$ cat src/hdl/abn_pkg.sv
// Shared constants and types for the printer abnormal-condition logic
`default_nettype none
package abn_pkg;
  localparam int unsigned BUF_CHAR_W = 7;
  localparam int unsigned WHEEL_DATA_W = 6;
  localparam int unsigned GATE_W = 7;
  localparam int unsigned FAULT_N = 10;
  localparam int unsigned PCOUNT_W = 7;
  localparam logic [PCOUNT_W-1:0] PCOUNT_ONE = 7'h01;
  // Fault vector positions
  localparam int unsigned F_NO_PAPER = 0;
  localparam int unsigned F_NO_RIBBON = 1;
  localparam int unsigned F_CARRIAGE = 2;
  localparam int unsigned F_STOP = 3;
  localparam int unsigned F_SINGLE_LINE = 4;
  localparam int unsigned F_BUFFER = 5;
  localparam int unsigned F_WHEEL = 6;
  localparam int unsigned F_FEED = 7;
  localparam int unsigned F_FIRE = 8;
  localparam int unsigned F_EXTINGUISH = 9;
  // Reset values
  localparam logic FLAG_RESET = 1'b0;
  // Sequencer phases of an instruction's first step
  typedef enum logic [1:0] {SEQ_IDLE, SEQ_FORCE} seq_state_t;
endpackage : abn_pkg
`default_nettype wire

$ cat src/hdl/abn_if.sv
// Interface between the printer abnormal logic and the processor sequencer
`default_nettype none
interface abn_if;
  logic abnormal_set_enable;
  logic abnormal_flag_out;
  logic single_line_stop_request;
  logic run_start;
  modport device (input abnormal_set_enable, input single_line_stop_request, input run_start,
    output abnormal_flag_out);
  modport host (output abnormal_set_enable, output single_line_stop_request, output run_start,
    input abnormal_flag_out);
endinterface : abn_if
`default_nettype wire

$ cat src/hdl/parity_check.sv
// Buffer and wheel character parity checks, combinational
`default_nettype none
module parity_check
  import abn_pkg::*;
(
  // Buffer character, bit 6 is the check bit
  input wire logic [BUF_CHAR_W-1:0] buf_char,
  // Wheel character and check bit
  input wire logic [WHEEL_DATA_W-1:0] wheel_data,
  input wire logic wheel_check_bit,
  // Results
  output logic buf_bad,
  output logic wheel_bad
);
  // Two groups both odd or both even is an error
  assign buf_bad = ~((^buf_char[2:0]) ^ (^buf_char[6:3]));
  // Seven bits even parity is an error
  assign wheel_bad = ~((^wheel_data) ^ wheel_check_bit);
endmodule : parity_check
`default_nettype wire

$ cat src/hdl/abn_device.sv
// Printer abnormal-condition logic: fault flags and abnormal flag
`default_nettype none
// What this block does
// - OR ten faults, latch when enabled
// - Processor enables set only searching or stopped
// - Flag drives off-normal indication output
// - Flag at step-advance forces test step
// - Override moves word, fetches alternate plus one
// - Flag holds until printer panel clear
// - Buffer check only printing or interlock clear
// - Buffer error when both groups match parity
// - No buffer errors in space, sign phases
// - Check window from start sentinel to thirteenth
// - Buffer-error flag, cleared by run or clear
// - Wheel character even parity is code error
// - Wheel code error needs print, interlock clear, odd sprocket
// - Code gate in odd phase sets code error
// - Code-error flag indicates, cleared by clear/run
// - Paper, ribbon, carriage switches set and indicate
// - Stop request sets flag, lights stop lamps
// - Single-line request sets flag, halts next step
// - Feed overrun sets flag and lamp
// - Extinguish fault on late charge or bias loss
// - Extinguish fault blocks fire pulses, resets relay
module abn_device
  import abn_pkg::*;
#(
  parameter int unsigned FAULTS = FAULT_N
)
(
  // Clock and reset
  input wire logic clk,
  input wire logic reset,
  // Link to the processor
  abn_if.device link,
  // Panel switches (asynchronous pins)
  input wire logic no_paper_pin,
  input wire logic no_ribbon_pin,
  input wire logic carriage_out_pin,
  input wire logic stop_pin,
  input wire logic feed_overrun_pin,
  input wire logic bias_missing_pin,
  input wire logic printer_clear_pin,
  // Print sequencing state (same clock)
  input wire logic print_active,
  input wire logic feed_interlock,
  input wire logic odd_sprocket_pulse,
  input wire logic odd_phase,
  input wire logic space_sign_phase,
  input wire logic start_sentinel,
  input wire logic thirteenth_word_count,
  input wire logic buf_char_strobe,
  input wire logic [BUF_CHAR_W-1:0] buf_char,
  input wire logic [WHEEL_DATA_W-1:0] wheel_data,
  input wire logic wheel_check_bit,
  input wire logic [GATE_W-1:0] code_gate_signal,
  // Charge circuit status
  input wire logic charge_pending,
  input wire logic charge_on,
  input wire logic drum_rev_count_a,
  input wire logic drum_rev_count_b,
  input wire logic no_print_select,
  input wire logic [PCOUNT_W-1:0] print_count,
  input wire logic count_step,
  input wire logic odd_fire_req,
  input wire logic even_fire_req,
  // Indications
  output logic off_normal,
  output logic no_paper_lamp,
  output logic no_ribbon_lamp,
  output logic carriage_lamp,
  output logic stop_lamp,
  output logic feed_check_lamp,
  output logic buffer_parity_fault,
  output logic wheel_code_fault,
  output logic feed_overrun_fault,
  output logic charge_fire_fault,
  output logic charge_extinguish_fault,
  output logic fire_pulse_inhibit,
  output logic charge_relay_reset,
  output logic odd_fire_pulse,
  output logic even_fire_pulse
);
  typedef struct packed {
    logic [6:0] sync1;
    logic [6:0] sync2;
    logic abn;
    logic window;
    logic buf_err;
    logic code_err;
    logic fire;
    logic ext;
    logic [FAULTS-1:0] lamps;
    logic odd_fire;
    logic even_fire;
  } dev_st_t;
  dev_st_t s_r, s_nxt;
  logic buf_bad, wheel_bad;
  logic paper_s, ribbon_s, carriage_s, stop_s, overrun_s, bias_s, clear_s;
  logic clr_any;
  logic [FAULTS-1:0] faults;
  // Parity logic shared by the two checks
  parity_check u_par (
    .buf_char(buf_char),
    .wheel_data(wheel_data),
    .wheel_check_bit(wheel_check_bit),
    .buf_bad(buf_bad),
    .wheel_bad(wheel_bad)
  );
  // Second synchroniser stage only
  assign {bias_s, clear_s, overrun_s, stop_s, carriage_s, ribbon_s, paper_s} = s_r.sync2;
  assign clr_any = clear_s | link.run_start;
  // Fault vector feeding the abnormal OR
  always_comb
  begin
    faults = '0;
    faults[F_NO_PAPER] = paper_s;
    faults[F_NO_RIBBON] = ribbon_s;
    faults[F_CARRIAGE] = carriage_s;
    faults[F_STOP] = stop_s;
    faults[F_SINGLE_LINE] = link.single_line_stop_request;
    faults[F_BUFFER] = s_r.buf_err;
    faults[F_WHEEL] = s_r.code_err;
    faults[F_FEED] = overrun_s;
    faults[F_FIRE] = s_r.fire;
    faults[F_EXTINGUISH] = s_r.ext;
  end
  // Next state of all flags; sets win over clears
  always_comb
  begin
    s_nxt = s_r;
    s_nxt.sync1 = {bias_missing_pin, printer_clear_pin, feed_overrun_pin, stop_pin,
      carriage_out_pin, no_ribbon_pin, no_paper_pin};
    s_nxt.sync2 = s_r.sync1;
    // Buffer check window
    if (start_sentinel)
    begin
      s_nxt.window = 1'b1;
    end
    else if (thirteenth_word_count)
    begin
      s_nxt.window = 1'b0;
    end
    // Buffer error flag
    if (buf_char_strobe && buf_bad && s_r.window && !space_sign_phase
      && (print_active || !feed_interlock))
    begin
      s_nxt.buf_err = 1'b1;
    end
    else if (clr_any)
    begin
      s_nxt.buf_err = 1'b0;
    end
    // Code error flag; gate signals in odd phase flag a sprocket slip
    if ((wheel_bad && print_active && !feed_interlock && odd_sprocket_pulse)
      || (|code_gate_signal && odd_phase))
    begin
      s_nxt.code_err = 1'b1;
    end
    else if (clr_any)
    begin
      s_nxt.code_err = 1'b0;
    end
    // Charge fire fault
    if (charge_pending && drum_rev_count_a && drum_rev_count_b && !no_print_select)
    begin
      s_nxt.fire = 1'b1;
    end
    else if (clr_any)
    begin
      s_nxt.fire = 1'b0;
    end
    // Charge extinguish fault
    if ((!charge_on && print_count == PCOUNT_ONE && count_step && !print_active) || bias_s)
    begin
      s_nxt.ext = 1'b1;
    end
    else if (clr_any)
    begin
      s_nxt.ext = 1'b0;
    end
    // Abnormal flag holds until the panel clear, gated set enable
    if ((|faults) && link.abnormal_set_enable)
    begin
      s_nxt.abn = 1'b1;
    end
    else if (clear_s)
    begin
      s_nxt.abn = 1'b0;
    end
    s_nxt.lamps = faults;
    // Fire pulses blocked by extinguish fault
    s_nxt.odd_fire = odd_fire_req & ~s_r.ext;
    s_nxt.even_fire = even_fire_req & ~s_r.ext;
  end
  // State register
  always_ff @(posedge clk or posedge reset)
  begin
    if (reset)
    begin
      s_r <= '0;
    end
    else
    begin
      s_r <= s_nxt;
    end
  end
  // Outputs
  assign link.abnormal_flag_out = s_r.abn;
  assign off_normal = s_r.abn;
  assign no_paper_lamp = s_r.lamps[F_NO_PAPER];
  assign no_ribbon_lamp = s_r.lamps[F_NO_RIBBON];
  assign carriage_lamp = s_r.lamps[F_CARRIAGE];
  assign stop_lamp = s_r.lamps[F_STOP];
  assign feed_check_lamp = s_r.lamps[F_FEED];
  assign feed_overrun_fault = s_r.lamps[F_FEED];
  assign buffer_parity_fault = s_r.buf_err;
  assign wheel_code_fault = s_r.code_err;
  assign charge_fire_fault = s_r.fire;
  assign charge_extinguish_fault = s_r.ext;
  assign fire_pulse_inhibit = s_r.ext;
  assign charge_relay_reset = s_r.ext;
  assign odd_fire_pulse = s_r.odd_fire;
  assign even_fire_pulse = s_r.even_fire;
endmodule : abn_device
`default_nettype wire

$ cat src/flat_wrapper.sv
// flat-port wrapper written by rule: the top's interface ports become plain ports
module abn_device_flat import abn_pkg::*;
#(
  parameter int unsigned FAULTS = FAULT_N
)
  (clk, reset, no_paper_pin, no_ribbon_pin, carriage_out_pin, stop_pin, feed_overrun_pin, bias_missing_pin, printer_clear_pin, print_active, feed_interlock, odd_sprocket_pulse, odd_phase, space_sign_phase, start_sentinel, thirteenth_word_count, buf_char_strobe, buf_char, wheel_data, wheel_check_bit, code_gate_signal, charge_pending, charge_on, drum_rev_count_a, drum_rev_count_b, no_print_select, print_count, count_step, odd_fire_req, even_fire_req, off_normal, no_paper_lamp, no_ribbon_lamp, carriage_lamp, stop_lamp, feed_check_lamp, buffer_parity_fault, wheel_code_fault, feed_overrun_fault, charge_fire_fault, charge_extinguish_fault, fire_pulse_inhibit, charge_relay_reset, odd_fire_pulse, even_fire_pulse, link_abnormal_set_enable, link_single_line_stop_request, link_run_start, link_abnormal_flag_out);
  abn_if link_i ();
  input wire logic clk;
  input wire logic reset;
  input wire logic no_paper_pin;
  input wire logic no_ribbon_pin;
  input wire logic carriage_out_pin;
  input wire logic stop_pin;
  input wire logic feed_overrun_pin;
  input wire logic bias_missing_pin;
  input wire logic printer_clear_pin;
  input wire logic print_active;
  input wire logic feed_interlock;
  input wire logic odd_sprocket_pulse;
  input wire logic odd_phase;
  input wire logic space_sign_phase;
  input wire logic start_sentinel;
  input wire logic thirteenth_word_count;
  input wire logic buf_char_strobe;
  input wire logic [BUF_CHAR_W-1:0] buf_char;
  input wire logic [WHEEL_DATA_W-1:0] wheel_data;
  input wire logic wheel_check_bit;
  input wire logic [GATE_W-1:0] code_gate_signal;
  input wire logic charge_pending;
  input wire logic charge_on;
  input wire logic drum_rev_count_a;
  input wire logic drum_rev_count_b;
  input wire logic no_print_select;
  input wire logic [PCOUNT_W-1:0] print_count;
  input wire logic count_step;
  input wire logic odd_fire_req;
  input wire logic even_fire_req;
  output logic off_normal;
  output logic no_paper_lamp;
  output logic no_ribbon_lamp;
  output logic carriage_lamp;
  output logic stop_lamp;
  output logic feed_check_lamp;
  output logic buffer_parity_fault;
  output logic wheel_code_fault;
  output logic feed_overrun_fault;
  output logic charge_fire_fault;
  output logic charge_extinguish_fault;
  output logic fire_pulse_inhibit;
  output logic charge_relay_reset;
  output logic odd_fire_pulse;
  output logic even_fire_pulse;
  input wire logic [$bits(link_i.abnormal_set_enable)-1:0] link_abnormal_set_enable;
  input wire logic [$bits(link_i.single_line_stop_request)-1:0] link_single_line_stop_request;
  input wire logic [$bits(link_i.run_start)-1:0] link_run_start;
  output wire logic [$bits(link_i.abnormal_flag_out)-1:0] link_abnormal_flag_out;
  assign link_i.abnormal_set_enable = link_abnormal_set_enable;
  assign link_i.single_line_stop_request = link_single_line_stop_request;
  assign link_i.run_start = link_run_start;
  assign link_abnormal_flag_out = link_i.abnormal_flag_out;
  abn_device #(.FAULTS(FAULTS)) u_core (.clk(clk), .reset(reset), .link(link_i), .no_paper_pin(no_paper_pin), .no_ribbon_pin(no_ribbon_pin), .carriage_out_pin(carriage_out_pin), .stop_pin(stop_pin), .feed_overrun_pin(feed_overrun_pin), .bias_missing_pin(bias_missing_pin), .printer_clear_pin(printer_clear_pin), .print_active(print_active), .feed_interlock(feed_interlock), .odd_sprocket_pulse(odd_sprocket_pulse), .odd_phase(odd_phase), .space_sign_phase(space_sign_phase), .start_sentinel(start_sentinel), .thirteenth_word_count(thirteenth_word_count), .buf_char_strobe(buf_char_strobe), .buf_char(buf_char), .wheel_data(wheel_data), .wheel_check_bit(wheel_check_bit), .code_gate_signal(code_gate_signal), .charge_pending(charge_pending), .charge_on(charge_on), .drum_rev_count_a(drum_rev_count_a), .drum_rev_count_b(drum_rev_count_b), .no_print_select(no_print_select), .print_count(print_count), .count_step(count_step), .odd_fire_req(odd_fire_req), .even_fire_req(even_fire_req), .off_normal(off_normal), .no_paper_lamp(no_paper_lamp), .no_ribbon_lamp(no_ribbon_lamp), .carriage_lamp(carriage_lamp), .stop_lamp(stop_lamp), .feed_check_lamp(feed_check_lamp), .buffer_parity_fault(buffer_parity_fault), .wheel_code_fault(wheel_code_fault), .feed_overrun_fault(feed_overrun_fault), .charge_fire_fault(charge_fire_fault), .charge_extinguish_fault(charge_extinguish_fault), .fire_pulse_inhibit(fire_pulse_inhibit), .charge_relay_reset(charge_relay_reset), .odd_fire_pulse(odd_fire_pulse), .even_fire_pulse(even_fire_pulse));
endmodule
$ cat config.mk
export PLATFORM = sky130hd
export DESIGN_NAME = abn_device_flat
export DESIGN_NICKNAME = d
export VERILOG_FILES = /design/src/hdl/abn_pkg.sv /design/src/hdl/abn_if.sv /design/src/hdl/parity_check.sv /design/src/hdl/abn_device.sv /design/src/flat_wrapper.sv
export SDC_FILE = /design/constraint.sdc
export NUM_CORES = 1
export LEC_CHECK = 0
export ABC_AREA = 1
export BUFFER_PORTS_ARGS = -buffer_cell sky130_fd_sc_hd__buf_2
export CAP_MARGIN = 25
export CORE_AREA = 2 2 48 68
export DETAILED_ROUTE_END_ITERATION = 10
export DIE_AREA = 0 0 50 70
export PLACE_DENSITY = 0.79
export SYNTH_ARGS = -nofsm -noshare
export SYNTH_HDL_FRONTEND = slang
export SYNTH_HIERARCHICAL = 1
export SYNTH_SLANG_ARGS = --single-unit
$ cat constraint.sdc
create_clock -name clk -period 1.2 [get_ports clk]
set_input_delay 0.36 -clock clk [delete_from_list [all_inputs] [get_ports clk]]
set_output_delay 0.36 -clock clk [all_outputs]
set_load 0.1 [all_outputs]
Word level (Yosys, flattened, before mapping)
Cells that the tools add are included.

Register bits: 30. Bits of input ports: 56.

Eq/ne operators: 1. Multiplexer cells: 9. Bitwise operators: 8. Reduce and logical (&&, ||, !) cells: 34.

Operator list (count): 1-bit logical AND (15); 2-bit nonzero test (6); 10-bit OR reduction (1); 1-bit two-way mux (9); 7-bit by 1-bit == test with 1-bit output, second input constant (1); 7-bit OR reduction (1); 6-bit parity (1); 1-bit logical NOT (5); 4-bit parity (1); 1-bit logical OR (3); 1-bit NOT (3); 3-bit parity (1); 1-bit AND (2); 1-bit XOR (2); 1-bit OR (1).

Depth between registers and ports, before layout
Gate-level depths: netlist of run 1.

Depth in word-level cells: 8. Mapped depth: 12. Depth with buffers taken out: 12.

Cells and area by module
Netlist of run 1, hierarchy kept.

By module, submodules not included: abn_device (instances 1, cells an instance 77, area an instance 905.9 um2, sequential area each 675.6 um2); parity_check (instances 1, cells an instance 57, area an instance 257.7 um2, sequential area each 0.0 um2).

Least setup slack after synthesis of run 1
Ideal clock, no wire load.

Kind: register -> output. Start: register u_core.s_r, in the netlist u_core/charge_extinguish_fault. End: output charge_relay_reset. Arrival: 1405 ps. Setup slack: -565 ps. Cell stages (with the launch flop): 2. Path through: dfrtp_1 > buf_4.

RTL lines: from (decl) (RTL line abn_device.sv:97) `dev_st_t s_r, s_nxt;`; from (signal assigned) (RTL line abn_device.sv:205) `s_r <= s_nxt;`; to (decl) (RTL line flat_wrapper.sv:50) `output logic charge_relay_reset;`.

No word-level cell between the ends.

Worst setup path after layout of run 1
Start: register u_core.s_r, in the netlist u_core/charge_extinguish_fault. End: output fire_pulse_inhibit.

RTL lines: to (decl) (RTL line flat_wrapper.sv:49) `output logic fire_pulse_inhibit;`.

No word-level cell between the ends.

==> load_flow_metrics.sql, run 1 <==
INSERT INTO impl_metrics (metric_group, metric, value, unit) VALUES
('run_status', 'status', 'finished, violations left', ''),
('run_status', 'violations', 'setup timing', ''),
('power_and_ir_drop', 'clockPowerShare', '0.228', ''),
('final_layout', 'number_of_antenna_diodes', '0', ''),
('synth', 'netlist_top_cells_area', 'sky130_fd_sc_hd__dfrtp_1, sky130_fd_sc_hd__nand2_1, sky130_fd_sc_hd__inv_1', ''),
('timing', 'fin_skew', '0.00274', 'ns'),
('timing', 'fin_setup_tns', '-1.08', 'ns'),
('synth', 'synth_area_per_cell', '8.68', 'um^2'),
('power_and_ir_drop', 'combinationalPowerShare', '0.301', ''),
('synth', 'main_flop_type_after_synthesis', 'sky130_fd_sc_hd__dfrtp_1', ''),
('power_and_ir_drop', 'p_seq_frac', '0.471', ''),
('synth', 'yosys.area.top_type_share', '0.581', ''),
('floorplanning', 'initial_core_utilization', '0.391', ''),
('power_and_ir_drop', 'sw_frac_of_total', '0.318', ''),
('clock_network', 'tritoncts_num_sinks', '27', ''),
('detailed_routing', 'final_antenna_net_count', '0', ''),
('final_layout', 'fin_nets', '268', ''),
('synth', 'synth_enable_flop_cells', '0', ''),
('power_and_ir_drop', 'total_leakage_power', '1.03', 'nW'),
('grt', 'grt_pass1_vias', '1129', ''),
('timing', 'worst_slew_slack_as_a_fraction_of_its_limit', '0.788', ''),
('final_layout', 'seqCellArea', '698', 'um^2'),
('grt', 'gr-usage-all-layers', '0.157', ''),
('grt', 'grt_first_pass_wirelength', '4260', 'um'),
('final_layout', 'stdcell_area', '1890', 'um^2'),
('setup_path', 'timing.critical_path.depth', '1', ''),
('final_layout', 'postLayoutCoreUtil', '0.637', ''),
('placement', 'placed_cell_areas', '1810', 'um^2'),
('placement', 'placed_cells_incl_taps', '241', ''),
('power_and_ir_drop', 'power.density_cell_area', '1130', 'nW/um^2'),
('detailed_routing', 'post-route-drc-count', '0', ''),
('clock_network', 'cts.htree.levels', '1', ''),
('setup_path', 'crit_path_start_kind', 'flop', ''),
('clock_network', 'cts_inserted_buffers', '3', ''),
('placement', 'dp.final_hpwl', '2200', 'um'),
('timing', 'tightest_slew', '0.318', 'ns'),
('setup_path', 'crit_arrival', '0.99', 'ns'),
('clock_network', 'cts.hold.buffers_added', '0', ''),
('synth', 'postSynthRegisterBits', '27', ''),
('detailed_routing', 'drt_first_iter_violations', '13', ''),
('timing', 'fin_ws', '-0.149', 'ns'),
('clock_network', 'cts_tree', 'done', ''),
('setup_path', 'kind_of_end_point_of_the_critical_path', 'output port', ''),
('detailed_routing', 'post_drt_via_cell_ratio', '4.31', ''),
('synth', 'most_common_cell_in_the_netlist', 'sky130_fd_sc_hd__nand2_1', ''),
('min_path', 'hold_path.class', 'in2async', ''),
('setup_path', 'cpMaxStageDelayCell', 'sky130_fd_sc_hd__dfrtp_4', ''),
('final_layout', 'n_fill_cell', '234', ''),
('floorplanning', 'io_pins', '72', ''),
('timing', 'grt_setup_unrepaired', 'true', ''),
('synth', 'distinct_cell_type_count_of_the_synthesized_netlist', '15', ''),
('power_and_ir_drop', 'netSwitchingPower', '0.000677', 'W'),
('clock_network', 'skew_pair_late_insertion_delay', '0.26', 'ns'),
('placement', 'gpl_congestion', '0.738', ''),
('clock_network', 'clk_buf_depth', '2', ''),
('timing', 'timing.fmax', '0.741', 'GHz'),
('detailed_routing', 'firstDrtPassIters', '4', ''),
('floorplanning', 'placementRows', '24', ''),
('setup_path', 'cp_slowest_stage_delay', '0.54', 'ns'),
('setup_path', 'crit_chain', 'buf_12', ''),
('clock_network', 'cts-root-buf', 'sky130_fd_sc_hd__clkbuf_8', ''),
('synth', 'synth.cells.most_frequent', 'sky130_fd_sc_hd__nand2_1, sky130_fd_sc_hd__dfrtp_1, sky130_fd_sc_hd__inv_1, sky130_fd_sc_hd__nor2_1, sky130_fd_sc_hd__nand3_1', ''),
('floorplanning', 'die_area', '3500', 'um^2'),
('final_layout', 'multi_input_comb_area', '393', 'um^2'),
('grt', 'grt_antenna_before_repair', '0', ''),
('final_layout', 'syn2layout_area_growth', '62.8', '%'),
('timing', 'report.final.setup_viol', '17', ''),
('setup_path', 'worstPathRequired', '0.84', 'ns'),
('clock_network', 'post_cts_clock_slew_at_the_launch_and_capture_registers_of_the_worst_setup_and_hold_paths', '0.09', 'ns'),
('synth', 'mappedNetlistNets', '190', ''),
('timing', 'timing.final.crit_period', '1.35', 'ns');
[power groups by stage]
| stage | registers (W) | clock network, W | logic [W] |
|---|---|---|---|
| after floorplan | 0.00118 | 0 | 0.000217 |
| after global routing | 0.00101 | 0.000533 | 0.000687 |
| after global placement | 0.00102 | 0 | 0.000613 |
| final | 0.00100 | 0.000486 | 0.000640 |
| after CTS | 0.00101 | 0.000493 | 0.000644 |
| after detailed placement | 0.00103 | 0 | 0.000625 |
[repair_timing]
| item | 4_1_cts | 5_1_grt |
|---|---|---|
| resized for setup | 0 | 1 |
| setup endpoints to repair | 16 | 17 |
| setup buffers | 5 | 0 |
| pin swaps | 0 | 1 |
[cell families after synthesis]
group | after synthesis | synth area share
and+or+nand+nor | 70 | 0.241
DFF | 27 | 0.581
buffers and inverters | 22 | 0.0839
xor gates and xnor gates | 8 | 0.0602
AOI/OAI and AO/OA | 7 | 0.0344
[stage by stage]
| step | hold WS, ns | total power (W) |
|---|---|---|
| global placement | 0.331 | 0.00164 |
| global route | 0.151 | 0.00223 |
| finish | 0.128 | 0.00213 |
| floorplan | 0.331 | 0.00139 |
| CTS | 0.139 | 0.00214 |
| detailed placement | 0.336 | 0.00165 |
[cell type report]
type	instances	share of cell area
flip-flops and latches	27	0.369
repair buffers	77	0.338
multi-input cells	85	0.207
inverters	18	0.0357
well taps	39	0.0258
clock buffers	3	0.0218
clock inverters	1	0.00264
[final timing paths]
kind	startpoint	slack, ns	endpoint
setup / recovery	u_core/charge_extinguish_fault$_DFFE_PP0P_	-0.15	fire_pulse_inhibit
hold / removal	reset	0.13	u_core/s_nxt[18]$_DFF_PP0_
setup reg to reg	u_core/charge_extinguish_fault$_DFFE_PP0P_	-0.05	u_core/link.abnormal_flag_out$_DFFE_PP0P_
hold reg to reg	u_core/s_nxt[20]$_DFF_PP0_	0.35	u_core/carriage_s$_DFF_PP0_
max in group asynchronous	reset	0.80	u_core/charge_extinguish_fault$_DFFE_PP0P_
min in group clk	printer_clear_pin	0.20	u_core/s_nxt[23]$_DFF_PP0_
[cells in the final DEF, fill, tap and decap left out, types with 2 or more instances in the layout]
master	netlist	layout
sky130_fd_sc_hd__dfrtp_1	27	15
sky130_fd_sc_hd__clkbuf_8	0	3
sky130_fd_sc_hd__o21ai_0	3	3
sky130_fd_sc_hd__a21oi_1	2	2
sky130_fd_sc_hd__buf_4	4	6
sky130_fd_sc_hd__buf_2	0	55
sky130_fd_sc_hd__xnor2_1	4	4
sky130_fd_sc_hd__dfrtp_2	0	9
sky130_fd_sc_hd__dfrtp_4	0	3
sky130_fd_sc_hd__o21bai_1	2	2
sky130_fd_sc_hd__nand2_1	42	42
sky130_fd_sc_hd__xor2_1	4	4
sky130_fd_sc_hd__nand3_1	6	6
sky130_fd_sc_hd__inv_1	18	18
sky130_fd_sc_hd__buf_12	0	16
sky130_fd_sc_hd__nor2_1	18	17
[metal layers]
metal | up-vias | track usage | wire (um)
li1 | 552 | - | -
met1 | 476 | 0.146 | 865
met2 | 47 | 0.304 | 1480
met3 | 2 | 0.0342 | 188
met4 | 0 | 0.0772 | 21
met5 | - | 0 | 0
Note: power is estimated with default switching activity, not from simulation.
==> run 2, diff against run 1 <==
Settings changed: REMOVE_ABC_BUFFERS set to 1.
==> load_flow_metrics.sql, run 2 (synthesis results as in run 1) <==
INSERT INTO impl_metrics (metric_group, metric, value, unit) VALUES
('run_status', 'status', 'finished, violations left', ''),
('run_status', 'violations', 'setup timing', ''),
('power_and_ir_drop', 'combinationalPowerShare', '0.308', ''),
('clock_network', 'cts-root-buf', 'sky130_fd_sc_hd__clkbuf_8', ''),
('setup_path', 'r2r_end', 'u_core/link.abnormal_flag_out$_DFFE_PP0P_', ''),
('detailed_routing', 'routed_wirelength', '2530', 'um'),
('setup_path', 'worstPathRequired', '0.84', 'ns'),
('grt', 'grt_first_pass_wirelength', '4420', 'um'),
('final_layout', 'mostFrequentLayoutCells', 'sky130_fd_sc_hd__buf_2, sky130_fd_sc_hd__nand2_1, sky130_fd_sc_hd__dfrtp_1', ''),
('detailed_routing', 'num_vias', '1091', ''),
('timing', 'fin_setup_tns', '-0.566', 'ns'),
('clock_network', 'cts.htree.levels', '1', ''),
('grt', 'grt_start_max_net_pins', '28', ''),
('timing', 'worst_slew_slack_as_a_fraction_of_its_limit', '0.783', ''),
('timing', 'fin_skew', '0.00480', 'ns'),
('setup_path', 'path_buf_inv', '1', ''),
('setup_path', 'critPathKind', 'reg2out', ''),
('grt', 'grt_antenna_before_repair', '0', ''),
('setup_path', 'worst-path-max-fanout', '4', ''),
('power_and_ir_drop', 'cellInternalPower', '0.00146', 'W'),
('detailed_routing', 'final_antenna_net_count', '0', ''),
('timing', 'report.final.slew_viol_count', '0', ''),
('final_layout', 'drive_above_1_share', '0.472', ''),
('power_and_ir_drop', 'netSwitchingPower', '0.000689', 'W'),
('final_layout', 'postLayoutCoreUtil', '0.645', ''),
('clock_network', 'cts.hold.buffers_added', '0', ''),
('min_path', 'hold_path.class', 'in2async', ''),
('timing', 'report.final.setup_viol', '15', ''),
('grt', 'grt_remaining_overflow', '0', ''),
('final_layout', 'most_frequent_standard_cell_in_the_layout_excluding_fill_and_tap_cells', 'sky130_fd_sc_hd__buf_2', ''),
('clock_network', 'clk_buf_depth', '2', ''),
('power_and_ir_drop', 'p_seq_frac', '0.464', ''),
('power_and_ir_drop', 'total_leakage_power', '1.04', 'nW'),
('setup_path', 'crit_chain', 'buf_12', ''),
('placement', 'setup_slack_after_placement', '-0.0898', 'ns'),
('setup_path', 'critical_path.top_delay_family', 'flip-flops', ''),
('clock_network', 'tritoncts_num_sinks', '27', ''),
('detailed_routing', 'drt_first_iter_violations', '20', ''),
('detailed_routing', 'post-route-drc-count', '0', ''),
('floorplanning', 'placementRows', '24', ''),
('clock_network', 'cts_tree', 'done', ''),
('power_and_ir_drop', 'clockPowerShare', '0.229', ''),
('placement', 'portBuffers', '71', ''),
('power_and_ir_drop', 'vdd.ir_drop.worst', '722', 'uV'),
('final_layout', 'largest_register_ff_count', '7', ''),
('setup_path', 'crit_path_start_kind', 'flop', ''),
('timing', 'tightest_slew', '0.326', 'ns'),
('setup_path', 'cpMaxStageDelayCell', 'sky130_fd_sc_hd__dfrtp_2', ''),
('power_and_ir_drop', 'sw_frac_of_total', '0.320', ''),
('floorplanning', 'die_area', '3500', 'um^2'),
('final_layout', 'n_fill_cell', '245', ''),
('floorplanning', 'io_pins', '72', ''),
('final_layout', 'fin_nets', '269', ''),
('final_layout', 'number_of_antenna_diodes', '0', ''),
('setup_path', 'cell_depth_of_the_worst_flop_to_flop_path', '6', ''),
('detailed_routing', 'post_drt_via_cell_ratio', '4.35', ''),
('timing', 'final_number_of_hold_violating_endpoints', '0', ''),
('setup_path', 'cp_slowest_stage_delay', '0.47', 'ns'),
('floorplanning', 'initial_core_utilization', '0.391', ''),
('floorplanning', 'die_height', '70', 'um'),
('timing', 'timing.fmax', '0.776', 'GHz'),
('setup_path', 'minimum_setup_slack_among_reg_to_reg_paths', '0.05', 'ns'),
('setup_path', 'kind_of_end_point_of_the_critical_path', 'output port', ''),
('clock_network', 'skew_pair_late_insertion_delay', '0.27', 'ns'),
('job', 'timing.max_cap.violations', '0', ''),
('setup_path', 'timing.critical_path.depth', '1', ''),
('detailed_routing', 'detail_route.wl_per_cell', '10.1', 'um'),
('grt', 'gr-usage-all-layers', '0.162', ''),
('floorplanning', 'die-width', '50', 'um'),
('timing', 'timing.final.crit_period', '1.29', 'ns'),
('placement', 'gpl_congestion', '0.677', ''),
('timing', 'grt_setup_unrepaired', 'true', ''),
('setup_path', 'crit_arrival', '0.93', 'ns'),
('clock_network', 'post_cts_clock_slew_at_the_launch_and_capture_registers_of_the_worst_setup_and_hold_paths', '0.09', 'ns'),
('placement', 'dp.final_hpwl', '2120', 'um'),
('timing', 'layout_worst_path_cycle_share', '1.07', ''),
('grt', 'grt_pass1_vias', '1105', ''),
('final_layout', 'syn2layout_area_growth', '64.7', '%'),
('power_and_ir_drop', 'fin_total_pwr', '0.00215', 'W'),
('power_and_ir_drop', 'power.density_cell_area', '1120', 'nW/um^2'),
('timing', 'fin_ws', '-0.0887', 'ns'),
('detailed_routing', 'firstDrtPassIters', '4', ''),
('floorplanning', 'floorplan.core_area', '2970', 'um^2'),
('setup_path', 'r2r-start', 'u_core/wheel_code_fault$_DFFE_PP0P_', ''),
('clock_network', 'cts_inserted_buffers', '3', '');
[run 2: cell types whose count changed in the layout (fill, tap and decap cells not counted), sizes merged]
cell,delta
buf,+1
[run 2: area by class of cell]
class	instances	area, um^2	share of cell area
clock buffer	3	41.3	0.0215
clock inverter	1	5.00	0.00261
inverter	18	70.1	0.0366
multi-input combinational	85	410	0.214
sequential	27	679	0.354
tap	39	48.8	0.0255
timing repair buffer	78	662	0.345
[run 2: how the worst max path moves through the flow]
stage / endpoint / slack, ns / startpoint
floorplan: u_core/link.abnormal_flag_out$_DFFE_PP0P_ / -1.40 / u_core/charge_extinguish_fault$_DFFE_PP0P_
global placement: u_core/wheel_code_fault$_DFFE_PP0P_ / -0.04 / wheel_data[2]
detailed placement: u_core/wheel_code_fault$_DFFE_PP0P_ / -0.09 / wheel_data[2]
CTS: fire_pulse_inhibit / -0.1 / u_core/charge_extinguish_fault$_DFFE_PP0P_
global route: fire_pulse_inhibit / -0.13 / u_core/charge_extinguish_fault$_DFFE_PP0P_
finish: fire_pulse_inhibit / -0.09 / u_core/charge_extinguish_fault$_DFFE_PP0P_
[run 2: per-stage QoR]
step	hold slack [ns]	instances	area [um^2]
2_1_floorplan	0.331	130	1130
3_3_place_gp	0.331	242	1790
3_5_place_dp	0.335	242	1790
4_1_cts	0.142	250	1870
5_1_grt	0.164	251	1920
6_report	0.128	251	1920
[run 2: power groups by stage]
stage	Combinational [W]	Clock (W)	Sequential, W
floorplan	0.000128	0	0.00123
global placement	0.000614	0	0.00101
detailed placement	0.000626	0	0.00102
CTS	0.000641	0.000504	0.000998
global route	0.000707	0.000549	0.00100
finish	0.000662	0.000492	0.000997
[run 2: tightest hold or removal path, cell delays in order]
cell                    delay, ns
sky130_fd_sc_hd__buf_2       0.09
sky130_fd_sc_hd__inv_1       0.04
sky130_fd_sc_hd__buf_4       0.31
[run 2: metal layers]
layer,share of wire,global-route usage
met5,0,0
met4,0.019,0.0741
met3,0.066,0.0235
met2,0.57,0.301
met1,0.35,0.174
[run 2: timing repair]
item | 4_1_cts | 5_1_grt
endpoints found under the hold margin | 0 | 0
setup buffers | 4 | 1
gates resized for setup | 2 | 21
pin swaps | 0 | 11
setup endpoints to repair | 16 | 17
